`src/include/pdps_pkg.sv`:
```
// Package for the PLL dynamic phase shift control block
package pdps_pkg;
    // Counter select width and default shift busy time
    localparam int          SEL_WIDTH       = 3;
    localparam int          BUSY_CNT_WIDTH  = 8;
    localparam logic [7:0]  SHIFT_BUSY_CYC  = 8'h03;
    localparam logic        COMPLETE_RST    = 1'b1;
    localparam logic        DIR_RST         = 1'b0;

    // Shift parameters captured at the second rising edge
    typedef struct packed {
        logic                 up;
        logic [SEL_WIDTH-1:0] sel;
    } pdps_shift_t;

    typedef enum logic [1:0] {
        PDPS_IDLE,
        PDPS_WAIT,
        PDPS_SHIFT
    } pdps_state_t;
endpackage

```
`src/hw/pdps_ctrl.sv`:
```
// PLL dynamic phase shift step handshake, device end
`timescale 1ns/10ps

module pdps_ctrl #(
    parameter int                 SEL_WIDTH  = pdps_pkg::SEL_WIDTH,
    parameter logic [7:0]         BUSY_CYC   = pdps_pkg::SHIFT_BUSY_CYC
) (
    // Clock (the reconfiguration clock), reset and enable
    input  wire logic                 sys_clk,
    input  wire logic                 rst,
    input  wire logic                 ce,
    // Request side from fabric controller
    input  wire logic                 shift_pulse_req,
    input  wire logic                 shift_direction,
    input  wire logic [SEL_WIDTH-1:0] shift_counter_sel,
    output logic                      shift_complete,
    // Toward the PLL counters
    output logic [SEL_WIDTH-1:0]      pll_counter_sel,
    output logic                      pll_shift_up,
    output logic                      pll_shift_busy,
    output logic                      pll_step_start
);

    ////////////////////////////////////////////////////////////////////////////
    pdps_pkg::pdps_state_t      state_reg;
    pdps_pkg::pdps_state_t      state_next;
    logic                       req_fall_reg;
    logic                       armed_reg;
    logic                       armed_next;
    logic [7:0]                 busy_cnt_reg;
    logic [7:0]                 busy_cnt_next;
    logic                       complete_reg;
    logic                       complete_next;
    logic                       start_reg;
    logic                       up_reg;
    logic [SEL_WIDTH-1:0]       sel_reg;
    wire                        take_req;
    wire                        capture;
    wire                        busy_done;
    wire                        in_idle;
    wire                        in_wait;
    wire                        in_shift;
    wire                        rearm;
    wire  [7:0]                 busy_load;
    wire                        start_next;
    wire                        busy_next;
    logic                       busy_reg;

    ////////////////////////////////////////////////////////////////////////////
    // Falling-edge sample keeps the request off the rising edge that captures
    always_ff @(negedge sys_clk or posedge rst)
    begin
        if (rst)
            req_fall_reg <= 1'b0;
        else if (ce)
            req_fall_reg <= shift_pulse_req;
    end

    ////////////////////////////////////////////////////////////////////////////
    // Re-arming only on a low sample means a long pulse gives one step
    assign in_idle    = (state_reg == pdps_pkg::PDPS_IDLE);
    assign in_wait    = (state_reg == pdps_pkg::PDPS_WAIT);
    assign in_shift   = (state_reg == pdps_pkg::PDPS_SHIFT);
    assign rearm      = !req_fall_reg;
    assign take_req   = in_idle && req_fall_reg && armed_reg;
    assign capture    = in_wait;
    assign busy_done  = in_shift && (busy_cnt_reg == 8'h00);
    assign busy_load  = BUSY_CYC - 8'h01;
    assign start_next = capture;
    assign busy_next  = ~complete_next;

    always_comb
    begin
        state_next    = state_reg;
        armed_next    = armed_reg;
        busy_cnt_next = busy_cnt_reg;
        complete_next = complete_reg;
        if (rearm)
            armed_next = 1'b1;
        case (state_reg)
            pdps_pkg::PDPS_IDLE:
            begin
                if (take_req)
                begin
                    state_next = pdps_pkg::PDPS_WAIT;
                    armed_next = 1'b0;
                end
            end
            pdps_pkg::PDPS_WAIT:
            begin
                state_next    = pdps_pkg::PDPS_SHIFT;
                complete_next = 1'b0;
                busy_cnt_next = busy_load;
            end
            pdps_pkg::PDPS_SHIFT:
            begin
                // Busy time is a parameter since it tracks VCO speed
                if (busy_done)
                begin
                    state_next    = pdps_pkg::PDPS_IDLE;
                    complete_next = 1'b1;
                end
                else
                    busy_cnt_next = busy_cnt_reg - 8'h01;
            end
            default:
            begin
                state_next    = pdps_pkg::PDPS_IDLE;
                complete_next = 1'b1;
            end
        endcase
    end

    ////////////////////////////////////////////////////////////////////////////
    always_ff @(posedge sys_clk or posedge rst)
    begin
        if (rst)
        begin
            state_reg <= pdps_pkg::PDPS_IDLE;
        end
        else if (ce)
        begin
            state_reg <= state_next;
        end
    end

    always_ff @(posedge sys_clk or posedge rst)
    begin
        if (rst)
        begin
            armed_reg <= 1'b1;
        end
        else if (ce)
        begin
            armed_reg <= armed_next;
        end
    end

    always_ff @(posedge sys_clk or posedge rst)
    begin
        if (rst)
        begin
            busy_cnt_reg <= 8'h00;
        end
        else if (ce)
        begin
            busy_cnt_reg <= busy_cnt_next;
        end
    end

    always_ff @(posedge sys_clk or posedge rst)
    begin
        if (rst)
        begin
            complete_reg <= pdps_pkg::COMPLETE_RST;
        end
        else if (ce)
        begin
            complete_reg <= complete_next;
        end
    end

    always_ff @(posedge sys_clk or posedge rst)
    begin
        if (rst)
        begin
            start_reg <= 1'b0;
        end
        else if (ce)
        begin
            start_reg <= start_next;
        end
    end

    // Own flop so the busy pin has no gate after the register
    always_ff @(posedge sys_clk or posedge rst)
    begin
        if (rst)
        begin
            busy_reg <= 1'b0;
        end
        else if (ce)
        begin
            busy_reg <= busy_next;
        end
    end

    // Captured parameters; the controller keeps them stable until here
    always_ff @(posedge sys_clk or posedge rst)
    begin
        if (rst)
        begin
            up_reg <= pdps_pkg::DIR_RST;
        end
        else if (ce && capture)
        begin
            up_reg <= shift_direction;
        end
    end

    always_ff @(posedge sys_clk or posedge rst)
    begin
        if (rst)
        begin
            sel_reg <= '0;
        end
        else if (ce && capture)
        begin
            sel_reg <= shift_counter_sel;
        end
    end

    ////////////////////////////////////////////////////////////////////////////
    assign shift_complete  = complete_reg;
    assign pll_counter_sel = sel_reg;
    assign pll_shift_up    = up_reg;
    assign pll_shift_busy  = busy_reg;
    assign pll_step_start  = start_reg;

endmodule

```
`config.mk`:
```
export PLATFORM = sky130hd
export DESIGN_NAME = pdps_ctrl
export DESIGN_NICKNAME = d
export VERILOG_FILES = /design/src/include/pdps_pkg.sv /design/src/hw/pdps_ctrl.sv
export SDC_FILE = /design/constraint.sdc
export NUM_CORES = 1
export LEC_CHECK = 0
export ABC_AREA = 1
export BUFFER_PORTS_ARGS = -buffer_cell sky130_fd_sc_hd__buf_4
export CAP_MARGIN = 30
export CORE_UTILIZATION = 55
export DETAILED_ROUTE_END_ITERATION = 6
export GPL_TIMING_DRIVEN = 0
export PLACE_DENSITY = 0.84
export SLEW_MARGIN = 20
export SYNTH_ARGS = -nofsm -noshare
export SYNTH_HDL_FRONTEND = slang
export SYNTH_SLANG_ARGS = --single-unit
```
`constraint.sdc`:
```
create_clock -name sys_clk -period 3.05 [get_ports sys_clk]
set_clock_uncertainty 0.15 [all_clocks]
set_input_delay 0.4575 -clock sys_clk [delete_from_list [all_inputs] [get_ports sys_clk]]
set_output_delay 0.4575 -clock sys_clk [all_outputs]
set_load 0.02 [all_outputs]
```
Word level (Yosys, flattened, before mapping)
Index checks and enable logic that the tools add are counted.

Register bits: 19. Input port bits: 8. Output and inout bits: 7. Logic and storage cells: 35.

$add $sub $neg: 1. Eq/ne operators: 5. Multiplexer cells: 10. Bitwise gates (word level): 1. Reduce and logical (&&, ||, !) cells: 9.

Operators with widths (count): $pmux W8 S2 (1); $logic_not A8 Y1 (1); $mux W8 (1); $sub A8 B1 Y8 const B (1); $ne A2 B2 Y1 const B (3); $pmux W2 S3 (1); $reduce_and A3 Y1 (2); $logic_and A1 B1 Y1 (4); $mux W1 (4); $mux W2 (2); $pmux W1 S3 (1); $eq A2 B1 Y1 const B (1); $eq A2 B2 Y1 const B (1); $logic_not A2 Y1 (1); $reduce_bool A2 Y1 (1); $not A1 Y1 (1).

Longest topological paths before layout
Gate-level depths: netlist (run 1).

Word-level depth: 5. Mapped depth: 10. Depth with buffers taken out: 10.

==> run metrics, run 1 <==
status finished clean; Layout area overhead 15.3%; vias in the first global route 705; setup TNS 0 ps; CTS sink cnt 19; H-Tree Depth 1; CP Capture Type flip-flop; Final nets 156; synthesized area per cell 8.00 um2; Detail Placement HPWL 1400 um; DR vias/cell 4.89; P_leak 0.623 nW; CP Data Required Time 3110 ps; commonest non-fill, non-tap cell in the layout nand2_1; worst setup path class flip-flop to flip-flop; Initial Utilization 59.3%; I/O pin count 15; die area 2040 um2; Top Family by Delay on Critical Path flip-flops; chip width 45.1 um; max_slew headroom 52.5%; port bufs 13; mapped cell area 1020 um2; setup violators final 0; cts repair resizes 0; Max Cap Viol 0; critical path's largest stage delay 450 ps; WP depth 2; first drt pass iteration count 5; unrepaired setup endpoints after global routing false; post-synth net total 138; worst-skew pair later-pin latency 300 ps; initial antenna violation count 0; Met2 Wirelength 834 um; first-pass GRT wire length 2900 um; Post-CTS Setup Repair Bufs 0; Worst Path Buf+Inv 0; root buffer cell clkbuf_4; Diodes inserted 0; Core Rows 15; GPL Wtd Cong 0.863; most frequent cells in the layout nand2_1, dfrtp_1, inv_1; clock buffer depth 2; aggregate global routing overflow 0; slowest stage cell on the critical path dfrtn_1; die height 45.1 um; final wirelength 1810 um; Tightest Pin Transition 712 ps; setup slack, reg-to-reg 600 ps; Setup WS pre-CTS 357 ps; core area 1730 um2; Final ANT Viol Nets 0; clk slew on worst S/H paths 120 ps; Num CTS Buffers 3; Fillers 159; worst hold path class input pin to async pin; Crit Path Max Fanout 3; Warnings, synthesis 0; wl on met1 908 um; r2r worst-path depth 2; Worst Path Arrival 2510 ps; post-synthesis sequential area ratio 46.7%; #FFs+latches synth 19; hold_buf cts 0; PwrDens 1110 nW/um2; via count 831; Synth Instances 128; placed cell count 166; Routed wire per std cell 10.7 um; Top Layer Used met4; CP Launch Type flip-flop; Remaining DRCs 0; Max Slew Vio Count 0; layout cells sized above 1 23.4%; routed length on met3 52 um; slack of the critical path 598 ps; largest net degree at the start of global routing 20; CTS tree built; synth unique cells 24; Initial DRC Count 12; Max IR drop VDD 0.567 mV; Multi-input gate area 463 um2; CP Cell Sequence nand3_1, o21ai_0; filler-free cell count of the finished design 170; Hold Fails Final Rpt 0; max reg flops 8; FF/Latch Area 478 um2; Global Route Usage Sum 20.4%; fin util 68.3%
==> Yosys cell counts <==
| cell type | count | area share [%] |
|---|---|---|
| o21ai_2 | 3 | 2.6 |
| buf_6 | 1 | 1.1 |
| nand3_4 | 1 | 1.7 |
| nor3_1 | 1 | 0.49 |
| nand2_2 | 2 | 1.2 |
| nor2_4 | 1 | 1.1 |
| a21oi_1 | 1 | 0.49 |
| a31oi_1 | 1 | 0.61 |
| dfrtp_1 | 16 | 39 |
| mux2_2 | 4 | 4.4 |
| buf_4 | 1 | 0.73 |
| dfstp_2 | 2 | 5.1 |
| o21ai_0 | 4 | 2.0 |
| inv_2 | 2 | 0.73 |
| nor2_1 | 13 | 4.8 |
| nand4_1 | 1 | 0.61 |
| nand2_1 | 43 | 16 |
| xor2_1 | 1 | 0.86 |
| xnor2_1 | 1 | 0.86 |
| o21ai_1 | 1 | 0.49 |
| dfrtn_1 | 1 | 2.4 |
| nand3_1 | 10 | 4.9 |
| inv_1 | 15 | 5.5 |
| ha_1 | 2 | 2.4 |
==> cell type report <==
| class | instances | area share, % |
|---|---|---|
| clock inverter | 1 | 0.424 |
| buffer | 2 | 1.59 |
| clock buffer | 3 | 1.91 |
| sequential | 19 | 40.5 |
| multi-input combinational | 90 | 39.2 |
| inverter | 17 | 5.41 |
| timing repair buffer | 13 | 8.27 |
| tap | 25 | 2.65 |
==> report_power, final <==
part           internal (mW)  total, mW  switching, mW
registers              0.369      0.463         0.0945
clock network         0.0488      0.127         0.0781
logic                  0.289      0.721          0.432
total                  0.706       1.31          0.605
==> worst paths after layout <==
| check | end | startpoint |
|---|---|---|
| max | state_reg[0] | req_fall_reg |
| min | pll_shift_up | rst |
| max reg2reg | state_reg[0] | req_fall_reg |
| min reg2reg | pll_shift_busy | pll_shift_busy |
| max in group asynchronous | req_fall_reg | rst |
| min in group sys_clk | pll_shift_up | shift_direction |
==> cells by family after synthesis <==
group	share of synthesized area, %
AOI/OAI and AO/OA	6.11
xor gates and xnor gates	1.71
and+or+nand+nor	30.6
DFF	46.7
adders and majority gates	2.44
buffers and inverters	8.07
muxes	4.40
==> worst register-to-register path: cells and delay by family, from the launching register on <==
family / cells / cell delay [ps]
AOI/OAI and AO/OA: 1 / 170
and+or+nand+nor: 1 / 80
DFF: 1 / 450
==> metrics by stage <==
stage	hold WS, ps	instance area [um2]	total power, mW
after floorplan	257	1020	1.01
after global placement	314	1150	1.15
after detailed placement	327	1150	1.19
after CTS	124	1180	1.32
after global routing	164	1180	1.43
final	106	1180	1.31
==> layer usage <==
layer | vias to the layer above | global-route usage, %
li1 | 431 | -
met4 | 0 | 7.27
met2 | 15 | 33.0
met3 | 2 | 4.80
met5 | - | 0
met1 | 383 | 26.6
Power figures use the tool's default switching activity.
==> run 2, diff against run 1 <==
--- a/config.mk
+++ b/config.mk
@@ -5,13 +5,13 @@
 export SDC_FILE = /design/constraint.sdc
 export NUM_CORES = 1
 export LEC_CHECK = 0
-export ABC_AREA = 1
+export ABC_AREA = 0
 export BUFFER_PORTS_ARGS = -buffer_cell sky130_fd_sc_hd__buf_4
 export CAP_MARGIN = 30
-export CORE_UTILIZATION = 55
+export CORE_UTILIZATION = 53
 export DETAILED_ROUTE_END_ITERATION = 6
 export GPL_TIMING_DRIVEN = 0
-export PLACE_DENSITY = 0.84
+export PLACE_DENSITY = 0.83
 export SLEW_MARGIN = 20
 export SYNTH_ARGS = -nofsm -noshare
 export SYNTH_HDL_FRONTEND = slang
==> constraint.sdc (replaced) <==
create_clock -name sys_clk -period 2.5 [get_ports sys_clk]
set_clock_uncertainty 0.15 [all_clocks]
set_input_delay 0.375 -clock sys_clk [delete_from_list [all_inputs] [get_ports sys_clk]]
set_output_delay 0.375 -clock sys_clk [all_outputs]
set_load 0.02 [all_outputs]
==> run 2 against run 1 <==
- synthesized cell count shrank 29%
- final area shrank 9.3%
- sequential share of layout area grew 4.2 points
- sequential power grew 18%
- global-route usage grew 3.2 points
- largest power group unchanged
- critical path type is now input pin to flip-flop
- largest cell class unchanged
- via count shrank 11%
- highest routed layer unchanged
- first-iteration DRC count is the same
==> run metrics, run 2 <==
status finished clean; worst hold path class input pin to async pin; Worst Path Arrival 990 ps; #FFs+latches synth 19; Remaining DRCs 0; core area 1560 um2; GPL Wtd Cong 0.769; setup TNS 0 ps; Flop pwr share 43.3%; setup violators final 0; r2r worst-path depth 7; area of placed instances 1040 um2; Warnings, synthesis 0; layout cells sized above 1 24.5%; Max Cap Viol 0; FF/Latch Area 478 um2; P_leak 0.524 nW; Post-CTS Setup Repair Bufs 0; synthesized area per cell 10.0 um2; unrepaired setup endpoints after global routing false; max reg flops 8; Setup WS pre-CTS -51.5 ps; placed cell count 122; hold_buf cts 0; aggregate global routing overflow 0; DR vias/cell 5.85; Global Route Usage Sum 23.6%; Clock power frac 12.8%; die area 1890 um2; post-synthesis sequential area ratio 52.5%; Detail Placement HPWL 1350 um; initial antenna violation count 0; Net Sw Frac 41.0%; EDFF count, synth 0; via count 737; Synth async-reset ratio 100%; Max IR drop VDD 0.744 mV; CTS tree built; vias in the first global route 758; mapped cell area 910 um2; Num CTS Buffers 3; post-synth net total 101; Layout area overhead 17.6%; most frequent cells in the layout nand2_1, dfrtp_1, buf_4; largest net degree at the start of global routing 20; filler-free cell count of the finished design 126; Multi-input gate area 388 um2; synth top area cells dfrtp_1, nand2_1, dfstp_2; first-pass GRT wire length 3170 um; max_slew headroom 52.2%; Diodes inserted 0; Hold Fails Final Rpt 0; Max Slew Vio Count 0; Final nets 121; synth unique cells 33; Psw 0.517 mW; chip width 43.4 um; Logic pwr share 44.0%; clock buffer depth 2; worst-skew pair later-pin latency 310 ps; Primary FF master, synth dfrtp_1; Core Rows 14; most area-hungry cell type in the Yosys netlist dfrtp_1; Final ANT Viol Nets 0; share of the synthesized area in the top cell type 44.0%; Tightest Pin Transition 716 ps; Power Internal 0.745 mW; CTS sink cnt 19; CP Data Required Time 1260 ps; count leader, synth nand2_1; PwrDens 1180 nW/um2; port bufs 14; cts repair resizes 0; final wirelength 1900 um; die height 43.4 um; CP Capture Type flip-flop; slack of the critical path 266 ps; CP Launch Type input pin; Final Cell Area 1070 um2; Crit Path Max Fanout 10; commonest non-fill, non-tap cell in the layout nand2_1; Synth Instances 91; worst setup path class input pin to flip-flop; Routed wire per std cell 15.1 um; total power 1.26 mW; Initial Utilization 58.3%; root buffer cell clkbuf_4; Fillers 112; first drt pass iteration count 4; H-Tree Depth 1; I/O pin count 15; leading cell types by count after synthesis nand2_1, dfrtp_1, inv_1, nor2_1; Initial DRC Count 12; clk slew on worst S/H paths 110 ps
[run 2: power groups by stage]
| stage | sequential, mW | clock (mW) | combinational, mW |
|---|---|---|---|
| final | 0.546 | 0.161 | 0.555 |
| after global routing | 0.564 | 0.174 | 0.605 |
| after global placement | 0.541 | 0 | 0.519 |
| after floorplan | 0.586 | 0 | 0.332 |
| after CTS | 0.543 | 0.165 | 0.555 |
| after detailed placement | 0.549 | 0 | 0.549 |
[run 2: logic make-up (layout without fill, tap and decap cells)]
| logic type | count (synthesis) | in the layout | share of synthesized area [%] |
|---|---|---|---|
| multiplexers | 2 | 2 | 2.34 |
| AO/OA/AOI/OAI | 19 | 19 | 15.3 |
| flip-flops | 19 | 19 | 52.5 |
| XOR/XNOR | 3 | 3 | 2.89 |
| adder cells (fa/ha/maj) | 2 | 2 | 2.75 |
| buffers and inverters | 9 | 28 | 4.81 |
| AND/OR/NAND/NOR | 37 | 37 | 19.4 |
[run 2: through the flow]
stage | hold slack, ps | util [%]
final | 22.7 | 68.6
after detailed placement | 317 | 66.9
after global routing | 75.2 | 68.6
after CTS | 48.1 | 68.6
after global placement | 311 | 66.4
after floorplan | 175 | -
[run 2: area by class of cell]
cell class	count	share of cell area, %
buffer	4	2.34
clock buffer	3	2.11
clock inverter	1	0.468
inverter	5	1.75
multi-input combinational	63	36.3
sequential	19	44.7
tap	16	1.87
timing repair buffer	15	10.5
[run 2: worst paths after layout]
path	start	endpoint	slack, ps
setup / recovery	ce	req_fall_reg	270
hold / removal	rst	pll_step_start	20
setup reg to reg	busy_cnt_reg[0]	busy_cnt_reg[0]	310
hold reg to reg	req_fall_reg	req_fall_reg	340
max in group asynchronous	rst	req_fall_reg	560
min in group sys_clk	shift_counter_sel[1]	pll_counter_sel[1]	100
[run 2: worst max-delay path, stage by stage]
cell and delay [ps]:
buf_4 80, buf_2 190, mux2_2 350
[run 2: routing by layer]
| layer | track usage [%] | up-vias | wire, um |
|---|---|---|---|
| li1 | - | 360 | - |
| met1 | 25.6 | 348 | 817 |
| met2 | 39.1 | 21 | 941 |
| met3 | 9.58 | 8 | 85 |
| met4 | 13.1 | 0 | 58 |
| met5 | 0 | - | 0 |
==> run 3, diff against run 2 <==
--- a/config.mk
+++ b/config.mk
@@ -8,10 +8,11 @@
 export ABC_AREA = 0
 export BUFFER_PORTS_ARGS = -buffer_cell sky130_fd_sc_hd__buf_4
 export CAP_MARGIN = 30
-export CORE_UTILIZATION = 53
+export CORE_UTILIZATION = 55
 export DETAILED_ROUTE_END_ITERATION = 6
+export GPL_ROUTABILITY_DRIVEN = 0
 export GPL_TIMING_DRIVEN = 0
-export PLACE_DENSITY = 0.83
+export PLACE_DENSITY = 0.85
 export SLEW_MARGIN = 20
 export SYNTH_ARGS = -nofsm -noshare
 export SYNTH_HDL_FRONTEND = slang
==> constraint.sdc (replaced) <==
create_clock -name sys_clk -period 2.6 [get_ports sys_clk]
set_clock_uncertainty 0.15 [all_clocks]
set_input_delay 0.39 -clock sys_clk [delete_from_list [all_inputs] [get_ports sys_clk]]
set_output_delay 0.39 -clock sys_clk [all_outputs]
set_load 0.02 [all_outputs]
==> run 3 against run 2 <==
- first-iteration DRC count decreased by 8.3%
- die area decreased by 3.5%
- clock-buffer cell count unchanged
- clock power decreased by 4%
- worst setup slack improved by 35 ps
- sequential share of layout area increased by 0.11 points
- cell count unchanged
- register-to-register slack improved by 110 ps
- critical endpoint unchanged
- largest power group is now registers
- highest routed layer unchanged
==> run metrics, run 3 (same netlist as run 2, synthesis figures left out) <==
largest net degree at the start of global routing 20; max reg flops 8; I/O pin count 15; placed cell count 122; die height 42.7 um; CP Launch Type input pin; Core Rows 14; filler-free cell count of the finished design 126; root buffer cell clkbuf_4; Hold Fails Final Rpt 0; max_slew headroom 52.8%; Post-CTS Setup Repair Bufs 0; setup TNS 0 ps; Num CTS Buffers 3; Max Slew Vio Count 0; worst hold path class input pin to async pin; Initial Utilization 59.7%; initial antenna violation count 0; cts repair resizes 0; Worst Setup SP ce; PwrDens 1130 nW/um2; RR Endpoint pll_shift_busy; Crit Path Max Fanout 10; worst reg2reg path startpoint busy_cnt_reg[0]; CTS sink cnt 19; commonest non-fill, non-tap cell in the layout nand2_1; CP Capture Type flip-flop; clock buffer depth 2; area of placed instances 1040 um2; Fillers 122; Diodes inserted 0; vias in the first global route 728; Max Cap Viol 0; H-Tree Depth 1; worst setup path class input pin to flip-flop; end point of the critical path req_fall_reg; slack of the critical path 301 ps; Max IR drop VDD 0.739 mV; die area 1820 um2; first drt pass iteration count 4; CP Data Required Time 1300 ps; Detail Placement HPWL 1310 um; setup violators final 0; first-pass GRT wire length 3130 um; setup slack, reg-to-reg 420 ps; Routed wire per std cell 14.2 um; most frequent cells in the layout nand2_1, dfrtp_1, buf_4; r2r worst-path depth 7; Setup WS pre-CTS -14.0 ps; DR vias/cell 6.02; Worst Path Arrival 1000 ps; hold_buf cts 0; chip width 42.7 um; via count 758; Final ANT Viol Nets 0; Tightest Pin Transition 707 ps; Initial DRC Count 11; Final nets 121; Final Cell Area 1070 um2; fin util 70.0%; aggregate global routing overflow 0; Layout area overhead 17.3%; status finished clean; port bufs 14; layout cells sized above 1 24.5%; worst-skew pair later-pin latency 290 ps; unrepaired setup endpoints after global routing false; core area 1520 um2; P_leak 0.524 nW; Global Route Usage Sum 22.7%; clk slew on worst S/H paths 120 ps; CTS tree built; final wirelength 1780 um; Remaining DRCs 0
[run 3: changes by cell type in the layout (fill, tap and decap cells not counted)]
cell	delta
buf_2	+1
buf_4	-1
[run 3: routing by layer]
metal  vias to the layer above  share of wire (%)  global-route usage, %
met5                         -                  0                      0
met2                        23                 51                   36.7
li1                        361                  -                      -
met3                         6                4.5                   2.55
met1                       368                 42                   29.1
met4                         0                2.1                   13.8
[run 3: cell type report]
type | instances | area [um2] | share of cell area (%)
timing repair buffer | 15 | 110 | 10.3
sequential | 19 | 478 | 44.8
buffer | 4 | 25.0 | 2.34
clock inverter | 1 | 5.00 | 0.469
inverter | 5 | 18.8 | 1.76
multi-input combinational | 63 | 388 | 36.3
clock buffer | 3 | 22.5 | 2.11
tap | 16 | 20.0 | 1.88
[run 3: worst min-delay path by stage]
stage	slack (ps)	to	start	cells past startpoint
after CTS	70	pll_counter_sel[1]	rst	2
after global routing	110	pll_step_start	rst	2
final	50	pll_step_start	rst	2
after global placement	310	pll_counter_sel[1]	pll_counter_sel[1]	2
after detailed placement	320	pll_shift_up	pll_shift_up	2
after floorplan	190	busy_cnt_reg[0]	rst	1
[run 3: critical path: stages]
cell and delay [ps]:
buf_4 80, buf_2 180, mux2_2 350
[run 3: per-stage QoR]
stage               hold WS (ps)  power (mW)
detailed placement           318        1.05
finish                      45.9        1.20
floorplan                    190       0.882
global route                 111        1.29
global placement             313        1.02
CTS                         72.4        1.20
[run 3: power by group]
part           leakage (nW)  internal, mW  switching [mW]
logic                 0.271         0.236           0.286
clock network        0.0177        0.0572          0.0976
registers             0.236         0.423           0.101
